==> config.mk <==
export PLATFORM = sky130hd
export DESIGN_NAME = pxrd_decoder
export DESIGN_NICKNAME = d
export VERILOG_FILES = /design/src/rtl/pxrd_pkg.sv /design/src/rtl/pxrd_decoder.sv
export VERILOG_INCLUDE_DIRS = /design/src /design/src/rtl
export SDC_FILE = /design/constraint.sdc
export NUM_CORES = 1
export LEC_CHECK = 0
export ABC_AREA = 1
export BUFFER_PORTS_ARGS = -buffer_cell sky130_fd_sc_hd__buf_2
export CAP_MARGIN = 20
export CORE_MARGIN = 2
export CORE_UTILIZATION = 40
export CTS_CLUSTER_DIAMETER = 60
export DETAILED_ROUTE_END_ITERATION = 10
export PLACE_DENSITY_LB_ADDON = 0.15
export SETUP_SLACK_MARGIN = 0.3
export SYNTH_ARGS = -nofsm -noshare
export SYNTH_HDL_FRONTEND = slang
export SYNTH_SLANG_ARGS = --single-unit
==> constraint.sdc <==
create_clock -name clock -period 4.2 [get_ports clock]
set_input_delay 0.84 -clock clock [delete_from_list [all_inputs] [get_ports clock]]
set_output_delay 0.84 -clock clock [all_outputs]
set_load 0.02 [all_outputs]
==> src/rtl/pxrd_cfg.svh <==
`ifndef PXRD_CFG_SVH
`define PXRD_CFG_SVH
`define PXRD_OFF_CTRL     12'h000
`define PXRD_OFF_STATUS   12'h004
`define PXRD_OFF_RSVCNT   12'h008
`define PXRD_OFF_ILLCNT   12'h00c
`define PXRD_CTRL_EN      0
`define PXRD_CTRL_STRICT  1
`define PXRD_CTRL_RESET   2'h3
`define PXRD_DATA_BANK    4'h4
`define PXRD_ST_CODE_LSB  0
`define PXRD_ST_ILL_BIT   7
`define PXRD_ST_CLS_LSB   8
`endif

==> src/rtl/pxrd_pkg.sv <==
package pxrd_pkg;
    typedef enum logic [3:0] {
        FMT_DOUBLE, FMT_MOVE_LOCAL, FMT_FIELD_LOCAL, FMT_GLOBAL_LONG,
        FMT_LOCAL_LONG, FMT_NOND_LOCAL, FMT_COND_MOVE, FMT_COND_FIELD,
        FMT_COND_GLOBAL, FMT_COND_NOND, FMT_IMM32
    } pxrd_fmt_t;
    typedef enum logic [1:0] {BANK_NONE, BANK_LOW3, BANK_FULL} pxrd_bmode_t;
    typedef enum logic [2:0] {
        ROLE_ALU_DST, ROLE_ALU_SRC, ROLE_MOVE_SRC, ROLE_MOVE_DST,
        ROLE_GLOBAL_SD, ROLE_LOCAL_SD, ROLE_ADDR
    } pxrd_role_t;
    typedef enum logic [1:0] {LVL_NONE, LVL_D, LVL_LOWER, LVL_ANY} pxrd_lvl_t;
    typedef enum logic [1:0] {SLOT_NONE, SLOT_LOAD, SLOT_STORE_ARITH}
        pxrd_slot_t;
    typedef enum logic [3:0] {
        CLS_ADDRESS, CLS_INDEX, CLS_DATA, CLS_STATUS, CLS_FLAGS,
        CLS_CONTROL, CLS_LOOP_COUNT, CLS_LOOP_RELOAD, CLS_RELOAD_END,
        CLS_RELOAD_START, CLS_LOOP_START, CLS_LOOP_END, CLS_TAG,
        CLS_RESERVED
    } pxrd_cls_t;
    typedef struct packed {
        pxrd_fmt_t   fmt;
        pxrd_role_t  role;
        pxrd_bmode_t bankMode;
        logic [3:0]  bank;
        logic [2:0]  field;
        logic        loadSel;
        logic        relReq;
        logic        condReq;
        logic        protReq;
    } pxrd_req_t;
    typedef struct packed {
        pxrd_lvl_t dstLvl;
        pxrd_lvl_t srcLvl;
        pxrd_lvl_t moveSrcLvl;
        pxrd_lvl_t moveDstLvl;
        pxrd_lvl_t globalLvl;
        pxrd_lvl_t localLvl;
        logic      hasCond;
        logic      hasProt;
        logic      globalRel;
        logic      localRel;
    } pxrd_caps_t;
    typedef struct packed {
        logic [6:0] code;
        logic       upper;
        logic       reserved;
        pxrd_cls_t  regClass;
        logic       illegal;
        pxrd_slot_t slot;
    } pxrd_resp_t;
endpackage : pxrd_pkg

==> src/rtl/pxrd_decoder.sv <==
// What this block does
// [RULE_01] Register field gives code's three low bits
// [RULE_02] Bank code above field forms 7-bit code
// [RULE_03] Same encoding for every register field role
// [RULE_04] Shared bank encoding for all bank fields
// [RULE_05] No bank given means data bank 0100
// [RULE_06] Omitted bank MSB forced to zero
// [RULE_07] Bank top bit 0 selects lower registers
// [RULE_08] Bank top bit 1 selects upper registers
// [RULE_09] Double parallel: data dest, no condition/protection
// [RULE_10] Enforce per-format operands, transfers, condition, protection
// [RULE_11] Slot decodes as load or store/address arithmetic
// [RULE_12] Relative addressing only in granting formats
// [RULE_13] Global low bank gives bits 5-3, bit6 zero
// [RULE_14] ALU destination bank gives bits 6-3
// [RULE_15] Flag codes that select reserved registers
`timescale 1ns/1ns
`default_nettype none
`include "pxrd_cfg.svh"
module pxrd_decoder (
    input  wire logic                clock,
    input  wire logic                reset_n,
    input  wire logic                reqValid,
    input  wire pxrd_pkg::pxrd_req_t req,
    output var  pxrd_pkg::pxrd_resp_t resp,
    output logic                     respValid,
    input  wire logic                psel,
    input  wire logic                penable,
    input  wire logic                pwrite,
    input  wire logic [11:0]         paddr,
    input  wire logic [31:0]         pwdata,
    output logic [31:0]              prdata,
    output logic                     pready,
    output logic                     pslverr
);
    logic [1:0]  rstPipe;
    logic        rstN;
    logic [1:0]  ctrl_reg;
    logic [15:0] rsvCnt_reg;
    logic [15:0] illCnt_reg;
    logic        apbAccess;
    logic        apbDone;
    logic        clrRsv;
    logic        clrIll;
    logic        take;
    logic [6:0]  code;
    pxrd_pkg::pxrd_caps_t caps;
    pxrd_pkg::pxrd_lvl_t  roleLvl;
    pxrd_pkg::pxrd_resp_t resp_next;
    logic        relOk;

    always_ff @(posedge clock or negedge reset_n) begin
        if (!reset_n) begin
            rstPipe <= 2'h0;
        end else begin
            rstPipe <= {rstPipe[0], 1'b1};
        end
    end
    assign rstN = rstPipe[1];

    function automatic pxrd_pkg::pxrd_caps_t fmtCaps(
        input pxrd_pkg::pxrd_fmt_t f);
        pxrd_pkg::pxrd_caps_t c;
        c = '{pxrd_pkg::LVL_D, pxrd_pkg::LVL_D, pxrd_pkg::LVL_NONE,
              pxrd_pkg::LVL_NONE, pxrd_pkg::LVL_NONE, pxrd_pkg::LVL_NONE,
              1'b0, 1'b0, 1'b0, 1'b0};
        case (f)
            pxrd_pkg::FMT_DOUBLE: begin
                c.globalLvl = pxrd_pkg::LVL_LOWER; // RULE_09
                c.localLvl  = pxrd_pkg::LVL_D;
            end
            pxrd_pkg::FMT_MOVE_LOCAL: begin
                c.moveSrcLvl = pxrd_pkg::LVL_ANY;
                c.moveDstLvl = pxrd_pkg::LVL_ANY;
                c.localLvl   = pxrd_pkg::LVL_D;
                c.localRel   = 1'b1;
            end
            pxrd_pkg::FMT_FIELD_LOCAL: begin
                c.moveSrcLvl = pxrd_pkg::LVL_D;
                c.moveDstLvl = pxrd_pkg::LVL_ANY;
                c.localLvl   = pxrd_pkg::LVL_D;
            end
            pxrd_pkg::FMT_GLOBAL_LONG: begin
                c.globalLvl = pxrd_pkg::LVL_ANY;
                c.globalRel = 1'b1;
            end
            pxrd_pkg::FMT_LOCAL_LONG: begin
                c.localLvl = pxrd_pkg::LVL_ANY;
                c.localRel = 1'b1;
            end
            pxrd_pkg::FMT_NOND_LOCAL: begin
                c.dstLvl   = pxrd_pkg::LVL_ANY;
                c.srcLvl   = pxrd_pkg::LVL_ANY;
                c.localLvl = pxrd_pkg::LVL_D;
                c.localRel = 1'b1;
            end
            pxrd_pkg::FMT_COND_MOVE, pxrd_pkg::FMT_COND_FIELD: begin
                c.moveSrcLvl = (f == pxrd_pkg::FMT_COND_MOVE) ?
                               pxrd_pkg::LVL_ANY : pxrd_pkg::LVL_D;
                c.moveDstLvl = pxrd_pkg::LVL_ANY;
                c.hasCond    = 1'b1;
                c.hasProt    = 1'b1;
            end
            pxrd_pkg::FMT_COND_GLOBAL: begin
                c.globalLvl = pxrd_pkg::LVL_ANY;
                c.globalRel = 1'b1;
                c.hasCond   = 1'b1;
                c.hasProt   = 1'b1;
            end
            pxrd_pkg::FMT_COND_NOND: begin
                c.dstLvl  = pxrd_pkg::LVL_ANY;
                c.srcLvl  = pxrd_pkg::LVL_ANY;
                c.hasCond = 1'b1;
                c.hasProt = 1'b1;
            end
            pxrd_pkg::FMT_IMM32: begin
                c.dstLvl  = pxrd_pkg::LVL_ANY;
                c.srcLvl  = pxrd_pkg::LVL_LOWER;
                c.hasCond = 1'b1;
            end
            default: c.dstLvl = pxrd_pkg::LVL_NONE;
        endcase
        return c;
    endfunction : fmtCaps
    function automatic pxrd_pkg::pxrd_cls_t codeClass(input logic [6:0] k);
        pxrd_pkg::pxrd_cls_t r;
        r = pxrd_pkg::CLS_RESERVED;
        case (k[6:3])
            4'h0, 4'h1: if (k[2:0] != 3'h5) r = pxrd_pkg::CLS_ADDRESS;
            4'h2, 4'h3: if (k[2:0] < 3'h3) r = pxrd_pkg::CLS_INDEX;
            4'h4: r = pxrd_pkg::CLS_DATA;
            4'h5: begin
                if (k[2:0] == 3'h1) r = pxrd_pkg::CLS_STATUS;
                if (k[2:0] == 3'h2) r = pxrd_pkg::CLS_FLAGS;
            end
            4'h7: r = pxrd_pkg::CLS_CONTROL;
            4'hc: if (k[1:0] != 2'h3) r = k[2] ? pxrd_pkg::CLS_LOOP_RELOAD
                                               : pxrd_pkg::CLS_LOOP_COUNT;
            4'hd: if (k[1:0] != 2'h3) r = k[2] ? pxrd_pkg::CLS_RELOAD_START
                                               : pxrd_pkg::CLS_RELOAD_END;
            4'he: if (k[1:0] != 2'h3) r = k[2] ? pxrd_pkg::CLS_LOOP_END
                                               : pxrd_pkg::CLS_LOOP_START;
            4'hf: if (k[2]) r = pxrd_pkg::CLS_TAG;
            default: r = pxrd_pkg::CLS_RESERVED;
        endcase
        return r;
    endfunction : codeClass
    function automatic logic lvlOk(input pxrd_pkg::pxrd_lvl_t l,
                                   input logic [6:0] k);
        case (l)
            pxrd_pkg::LVL_D:     return k[6:3] == `PXRD_DATA_BANK;
            pxrd_pkg::LVL_LOWER: return !k[6];
            pxrd_pkg::LVL_ANY:   return 1'b1;
            default:             return 1'b0;
        endcase
    endfunction : lvlOk
    // Code assembly, same for every field role and bank field
    always_comb begin
        case (req.bankMode) // RULE_03 RULE_04
            pxrd_pkg::BANK_LOW3: code = {1'b0, req.bank[2:0], req.field}; // RULE_06 RULE_13
            pxrd_pkg::BANK_FULL: code = {req.bank, req.field}; // RULE_02 RULE_14
            default:             code = {`PXRD_DATA_BANK, req.field}; // RULE_05 RULE_01
        endcase
    end

    always_comb begin
        caps = fmtCaps(req.fmt); // RULE_10
        case (req.role)
            pxrd_pkg::ROLE_ALU_DST:   roleLvl = caps.dstLvl; // RULE_09
            pxrd_pkg::ROLE_ALU_SRC:   roleLvl = caps.srcLvl;
            pxrd_pkg::ROLE_MOVE_SRC:  roleLvl = caps.moveSrcLvl;
            pxrd_pkg::ROLE_MOVE_DST:  roleLvl = caps.moveDstLvl;
            pxrd_pkg::ROLE_GLOBAL_SD: roleLvl = caps.globalLvl;
            pxrd_pkg::ROLE_LOCAL_SD:  roleLvl = caps.localLvl;
            pxrd_pkg::ROLE_ADDR:      roleLvl =
                (caps.globalLvl != pxrd_pkg::LVL_NONE ||
                 caps.localLvl != pxrd_pkg::LVL_NONE) ?
                pxrd_pkg::LVL_LOWER : pxrd_pkg::LVL_NONE;
            default:                  roleLvl = pxrd_pkg::LVL_NONE;
        endcase
        relOk = (req.role == pxrd_pkg::ROLE_GLOBAL_SD && caps.globalRel) ||
                (req.role == pxrd_pkg::ROLE_LOCAL_SD && caps.localRel); // RULE_12
        resp_next.code     = code;
        resp_next.upper    = code[6]; // RULE_07 RULE_08
        resp_next.regClass = codeClass(code);
        resp_next.reserved = resp_next.regClass == pxrd_pkg::CLS_RESERVED; // RULE_15
        resp_next.illegal  = !lvlOk(roleLvl, code) ||
                             (req.relReq && !relOk) ||
                             (req.condReq && !caps.hasCond) ||
                             (req.protReq && !caps.hasProt) ||
                             (ctrl_reg[`PXRD_CTRL_STRICT] &&
                              resp_next.reserved); // RULE_10 RULE_15
        if ((req.role == pxrd_pkg::ROLE_GLOBAL_SD ||
             req.role == pxrd_pkg::ROLE_LOCAL_SD) &&
            roleLvl != pxrd_pkg::LVL_NONE) begin
            resp_next.slot = req.loadSel ? pxrd_pkg::SLOT_LOAD
                                         : pxrd_pkg::SLOT_STORE_ARITH; // RULE_11
        end else begin
            resp_next.slot = pxrd_pkg::SLOT_NONE;
        end
    end

    assign take = reqValid && ctrl_reg[`PXRD_CTRL_EN];
    always_ff @(posedge clock or negedge rstN) begin
        if (!rstN) begin
            resp      <= '0;
            respValid <= 1'b0;
        end else begin
            respValid <= take;
            if (take) begin
                resp <= resp_next;
            end
        end
    end
    // APB slave, answers on the second access cycle
    assign apbAccess = psel && penable;
    assign apbDone   = apbAccess && pready;
    assign clrRsv    = apbDone && pwrite && paddr == `PXRD_OFF_RSVCNT;
    assign clrIll    = apbDone && pwrite && paddr == `PXRD_OFF_ILLCNT;

    always_ff @(posedge clock or negedge rstN) begin
        if (!rstN) begin
            pready  <= 1'b0;
            pslverr <= 1'b0;
            prdata  <= 32'h0;
        end else begin
            pready  <= apbAccess && !pready;
            pslverr <= 1'b0;
            prdata  <= 32'h0;
            if (apbAccess && !pready) begin
                case (paddr)
                    `PXRD_OFF_CTRL:   prdata <= {30'h0, ctrl_reg};
                    `PXRD_OFF_STATUS: begin
                        prdata[`PXRD_ST_CODE_LSB +: 7] <= resp.code;
                        prdata[`PXRD_ST_ILL_BIT]       <= resp.illegal;
                        prdata[`PXRD_ST_CLS_LSB +: 4]  <= resp.regClass;
                    end
                    `PXRD_OFF_RSVCNT: prdata <= {16'h0, rsvCnt_reg};
                    `PXRD_OFF_ILLCNT: prdata <= {16'h0, illCnt_reg};
                    default:          pslverr <= 1'b1;
                endcase
                if (pwrite && paddr == `PXRD_OFF_STATUS) begin
                    pslverr <= 1'b1;
                end
            end
        end
    end

    always_ff @(posedge clock or negedge rstN) begin
        if (!rstN) begin
            ctrl_reg <= `PXRD_CTRL_RESET;
        end else if (apbDone && pwrite && paddr == `PXRD_OFF_CTRL) begin
            ctrl_reg <= pwdata[1:0];
        end
    end
    // A clear with a simultaneous event leaves the count at one
    always_ff @(posedge clock or negedge rstN) begin
        if (!rstN) begin
            rsvCnt_reg <= 16'h0;
            illCnt_reg <= 16'h0;
        end else begin
            if (take && resp_next.reserved) begin
                rsvCnt_reg <= clrRsv ? 16'h1 : rsvCnt_reg + 16'h1;
            end else if (clrRsv) begin
                rsvCnt_reg <= 16'h0;
            end
            if (take && resp_next.illegal) begin
                illCnt_reg <= clrIll ? 16'h1 : illCnt_reg + 16'h1;
            end else if (clrIll) begin
                illCnt_reg <= 16'h0;
            end
        end
    end
endmodule : pxrd_decoder
`default_nettype wire

Word level (Yosys, flattened, before mapping) --
Cells that the tools add are included.
Storage, ports and cells: bits in registers 87, logic and storage cells 148, output and inout bits 51, input port bits 70
Cells by class: magnitude comparators 1, equal/unequal tests 39, $add $sub $neg 2, muxes and demuxes 40, reduce and logical (&&, ||, !) cells 52
Operators with widths (count):
- $mux W16 | 7
- $pmux W12 S4 | 1
- $pmux W4 S9 | 1
- $add A16 B1 Y16 const B | 2
- $eq A4 B4 Y1 const B | 8
- $eq A4 B3 Y1 const B | 7
- $eq A12 B4 Y1 const B | 2
- $mux W4 | 5
- $logic_and A1 B1 Y1 | 18
- $eq A4 B2 Y1 const B | 4
- $pmux W2 S2 | 4
- $pmux W2 S7 | 1
- $pmux W7 S2 | 1
- $eq A12 B3 Y1 const B | 1
- $logic_not A12 Y1 | 1
- $pmux W4 S3 | 1
- $reduce_or A4 Y1 | 3
- $mux W1 | 11
- $reduce_bool A2 Y1 | 5
- $reduce_or A2 Y1 | 5
- $eq A3 B2 Y1 const B | 3
- $eq A3 B3 Y1 const B | 3
- $eq A4 B1 Y1 const B | 2
- $logic_not A4 Y1 | 2
- other kinds (16) | 36

Logic depth before layout (Yosys ltp) --
word-level depth 16, depth in mapped cells 16, mapped depth without buffers 15

Worst setup path after synthesis --
OpenSTA, ideal clock, no wires.
kind in2reg, from input req[11] (netlist name), to register rsvCnt_reg[3], path buffers 1, slack 1.662 ns, arrival time 2.410 ns, cell stages on the path 15, required time 4.072 ns, setup time 0.128 ns, path through inv_1 > ha_1 > inv_2 > nand2_1 > nor2_2 > nand2_1 > nor2_2 > nand2_1 > nand3_1 > nor2_1 > nor2_2 > nand2_2 > nand2_4 > buf_6 > o22ai_1
Between the ends: cells in the longest elaborated chain, start to end 8, elaborated cells between the ends (all ways) 21, classes of those cells eq/ne: 13; mux: 3; reduce/logical: 5
RTL lines:
- start: declaration | line pxrd_decoder.sv:24 | input wire pxrd_pkg::pxrd_req_t req,
- $eq A2 B2 Y1 or $eq A2 B1 Y1 (tied branches) | line pxrd_decoder.sv:159 | case (req.bankMode)
- $pmux W7 S2 (*) | line pxrd_decoder.sv:159
- $eq A4 B2 Y1, or another cell as far along | line pxrd_decoder.sv:128 | case (k[6:3])
- $reduce_or A2 Y1 | line pxrd_decoder.sv:128
- $pmux W4 S9 (*) | line pxrd_decoder.sv:128
- $eq A4 B4 Y1 (*) | line pxrd_decoder.sv:186 | resp_next.reserved = resp_next.regClass == pxrd_pkg::CLS_RESERVED;
- $logic_and A1 B1 Y1 (*) | line pxrd_decoder.sv:262 | if (take && resp_next.reserved) begin
- $mux W16 or $reduce_bool A2 Y1 (tied branches)
- end signal: assignment | line pxrd_decoder.sv:263 | rsvCnt_reg <= clrRsv ? 16'h1 : rsvCnt_reg + 16'h1;
- end: declaration | line pxrd_decoder.sv:39 | logic [15:0] rsvCnt_reg;
Mark *: on every way between the ends. The rest lies on a longest branch, timed or not. A chain may end at the register's enable or synchronous reset.

Final worst setup path --
from input req[11] (netlist name), to register rsvCnt_reg[15]
The elaborated chain is that of the path after synthesis.

==> results.md <==
| Quantity | This run | Unit |
|---|---|---|
| Area taken by multi-input logic gates | 2333 | um^2 |
| Wire length of the first global-routing pass | 20250 | um |
| Cells traversed along the worst timing path | buf_2 > inv_1 > ha_1 > inv_2 > nand2_1 > nor2_2 > nand2_1 > nor2_2 > nand2_1 > nand3_1 > nor2_1 > nor2_2 > nand2_2 > inv_2 > nand3_1 > o21ai_0 | - |
| Number of violations of the max-capacitance limit | 0 | - |
| Initial standard-cell utilization of the core | 0.4072 | - |
| Worst Tran Pin Value | 0.7661 | ns |
| Routed via count | 4358 | - |
| Die Y | 111.3 | um |
| Area share of the leading cell type in the synthesized netlist | 0.3692 | - |
| CTS sink cnt | 70 | - |
| Floorplan die width | 111.3 | um |
| Critical Path End Type | flop | - |
| PnR Total Power | 1.752 | mW |
| Post-CTS setup buffers | 0 | - |
| Number of enable-type register cells in the synthesized netlist | 0 | - |
| DR pass1 iterations | 4 | - |
| Final clock period utilization by the worst path | 0.6273 | - |
| Synthesized netlist cell count | 654 | - |
| Gate family responsible for the most delay along the worst path | simple AND/OR/NAND/NOR gates | - |
| CTS clock-pin slew for the worst setup and hold paths | 0.05 | ns |
| Register bit total from synthesis | 70 | - |
| Worst-path maximum fanout | 13 | - |
| Result of the run | complete, no violations | - |
| TritonCTS buffer count | 9 | - |
| Filler Cells Inserted | 1165 | - |
| Count of buffering cells on the critical path with inverters included | 4 | - |
| Pin count of the biggest net entering global routing | 49 | - |
| Number of hold buffers added after cts | 0 | - |
| Sequential cell area | 1755 | um^2 |
| Share of the yosys chip area belonging to registers | 0.3806 | - |
| Clk_skew | 0.004670 | ns |
| H-tree depth | 3 | - |
| DRT iter0 DRCs | 297 | - |
| Ant diodes | 0 | - |
| Cell at the slowest stage of the critical path | sky130_fd_sc_hd__ha_1 | - |
| Async SR Flop Fraction | 1.000 | - |
| Area of the core | 11320 | um^2 |
| Power density over cell area | 323.2 | nW/um^2 |
| Setup Total Neg Slack | 0 | ns |
| Total grt overflow | 0 | - |
| Clock latency at the later pin of the worst-skew pair | 0.34 | ns |
| Detailed Route WL | 12030 | um |
| Cell type contributing the most total cell area after synthesis | sky130_fd_sc_hd__dfrtp_1 | - |
| Placer Congestion | 0.9370 | - |
| Slowest Stage Delay on Critical Path | 0.33 | ns |
| Number of I/O port buffers | 74 | - |
| Average wire length per cell after detail routing | 13.74 | um |
| Critical path type | input port to flop | - |
| Distinct cell type count of the synthesized netlist | 41 | - |
| Mean cell area of the mapped netlist | 7.048 | um^2 |
| Data arrival time of the critical path | 2.89 | ns |
| Data required, critical path | 4.46 | ns |
| Area growth, synth to finish | 17.59 | % |
| Crit start category | input port | - |
| Final period demand of the worst path | 2.635 | ns |
| Floorplan die area | 12400 | um^2 |
| Top Ports | 121 | - |
| Total standard cell area after synthesis | 4609 | um^2 |
| Initial antenna violation count | 0 | - |
| Number of synthesis warnings | 0 | - |
| IR drop worst, VDD | 0.1715 | mV |
| Share of layout cells above drive strength 1 | 0.1828 | - |
| Post-CTS sizing | 0 | - |
| Unrepaired setup endpoints after global routing | false | - |
| Maximum root-to-sink buffer count | 2 | - |
| Final setup violation count | 0 | - |
| Detail Route Antenna Nets | 0 | - |
| Nets | 802 | - |
| Post-route DRC | 0 | - |
| Post-synth top flop | sky130_fd_sc_hd__dfrtp_1 | - |
| Most area-consuming cells after synthesis | sky130_fd_sc_hd__dfrtp_1 37%, sky130_fd_sc_hd__nand2_1 14%, sky130_fd_sc_hd__inv_1 7.4%, sky130_fd_sc_hd__nor2_1 6.4%, sky130_fd_sc_hd__nand3_1 5.2% | - |
| Overall track demand over capacity in global routing | 0.2025 | - |
| Via-per-instance ratio | 4.975 | - |
| Worst hold-check path type | flop to asynchronous set/reset pin | - |
| Slew Limit Fails | 0 | - |
| Most common cell after layout, fill and taps aside | sky130_fd_sc_hd__nand2_1 | - |
| Number of hold violations in the final report | 0 | - |
| Via count of the first global-routing pass | 4170 | - |
| Cell Rows | 39 | - |
| Estimated wirelength of the detail-placed design | 9276 | um |
| Max Fclk | 379.6 | MHz |
| Worst slew margin | 0.4878 | - |
| Leakage power total | 3.068 | nW |
| Highest-count cells in the layout ignoring fill and taps | 177 x sky130_fd_sc_hd__nand2_1, 91 x sky130_fd_sc_hd__inv_1, 78 x sky130_fd_sc_hd__nor2_1 | - |
| Clock root buffer | sky130_fd_sc_hd__clkbuf_16 | - |
| CTS tree | built | - |
## area by class of cell
class / count / share of cell area
clock buffer: 10 / 0.04409
clock inverter: 6 / 0.02447
inverter: 98 / 0.06787
multi-input combinational: 471 / 0.4305
sequential: 70 / 0.3239
tap: 143 / 0.03301
timing repair buffer: 78 / 0.07618
## report_power, final
group	switching, mW	internal [mW]	leakage, nW
combinational	0.0866	0.0396	2.01
sequential	0.00413	0.677	0.880
clock	0.289	0.655	0.179
## metrics by stage
stage	hold slack (ns)	area, um^2	cells	worst slack [ns]	utilization
global route	0.2190	5420	876	1.293	0.4788
global placement	0.3405	5029	859	1.229	0.4442
floorplan	0.3312	4666	669	1.662	-
detailed placement	0.3440	5029	859	1.203	0.4442
finish	0.1874	5420	876	1.565	0.4788
CTS	0.2714	5400	875	1.553	0.4770
## path summary, 6_finish.rpt
check | end | slack (ns) | cells after the start | start
worst max-delay path | rsvCnt_reg[15] | 1.57 | 16 | req[11]
worst min-delay path | respValid | 0.19 | 0 | rstPipe[1]
worst max register to register | rsvCnt_reg[15] | 1.69 | 8 | ctrl_reg[0]
worst min register to register | respValid | 0.19 | 0 | rstPipe[1]
max in group asynchronous | rsvCnt_reg[12] | 3.15 | 2 | rstPipe[1]
min in group clock | rstPipe[1] | 0.35 | 0 | rstPipe[0]
## kinds of logic (layout without fill, tap and decap cells)
family,count (synthesis),count (layout),share of synthesized area
xor+xnor,24,24,0.04560
fa+ha+maj,4,4,0.01086
other cells,2,17,0.001629
simple gates,365,365,0.3485
mux,2,2,0.004886
flops,70,70,0.3806
buf+inv,128,192,0.1254
compound gates,59,59,0.08252
## synthesized netlist by cell type (9+ instances only)
cell type	count
sky130_fd_sc_hd__buf_4	17
sky130_fd_sc_hd__dfrtp_1	68
sky130_fd_sc_hd__inv_1	91
sky130_fd_sc_hd__nand2_1	177
sky130_fd_sc_hd__nand2_2	11
sky130_fd_sc_hd__nand3_1	48
sky130_fd_sc_hd__nand4_1	24
sky130_fd_sc_hd__nor2_1	78
sky130_fd_sc_hd__nor3_1	12
sky130_fd_sc_hd__o211ai_1	9
sky130_fd_sc_hd__o21ai_0	21
sky130_fd_sc_hd__xor2_1	23
## metal layers
metal,vias to the layer above,part of all wire,track usage
met1,2015,0.46,0.2786
met5,-,0,0
li1,2199,-,-
met3,16,0.049,0.03103
met2,128,0.47,0.3268
met4,0,0.016,0.07243
Power figures use the tool's default switching activity.
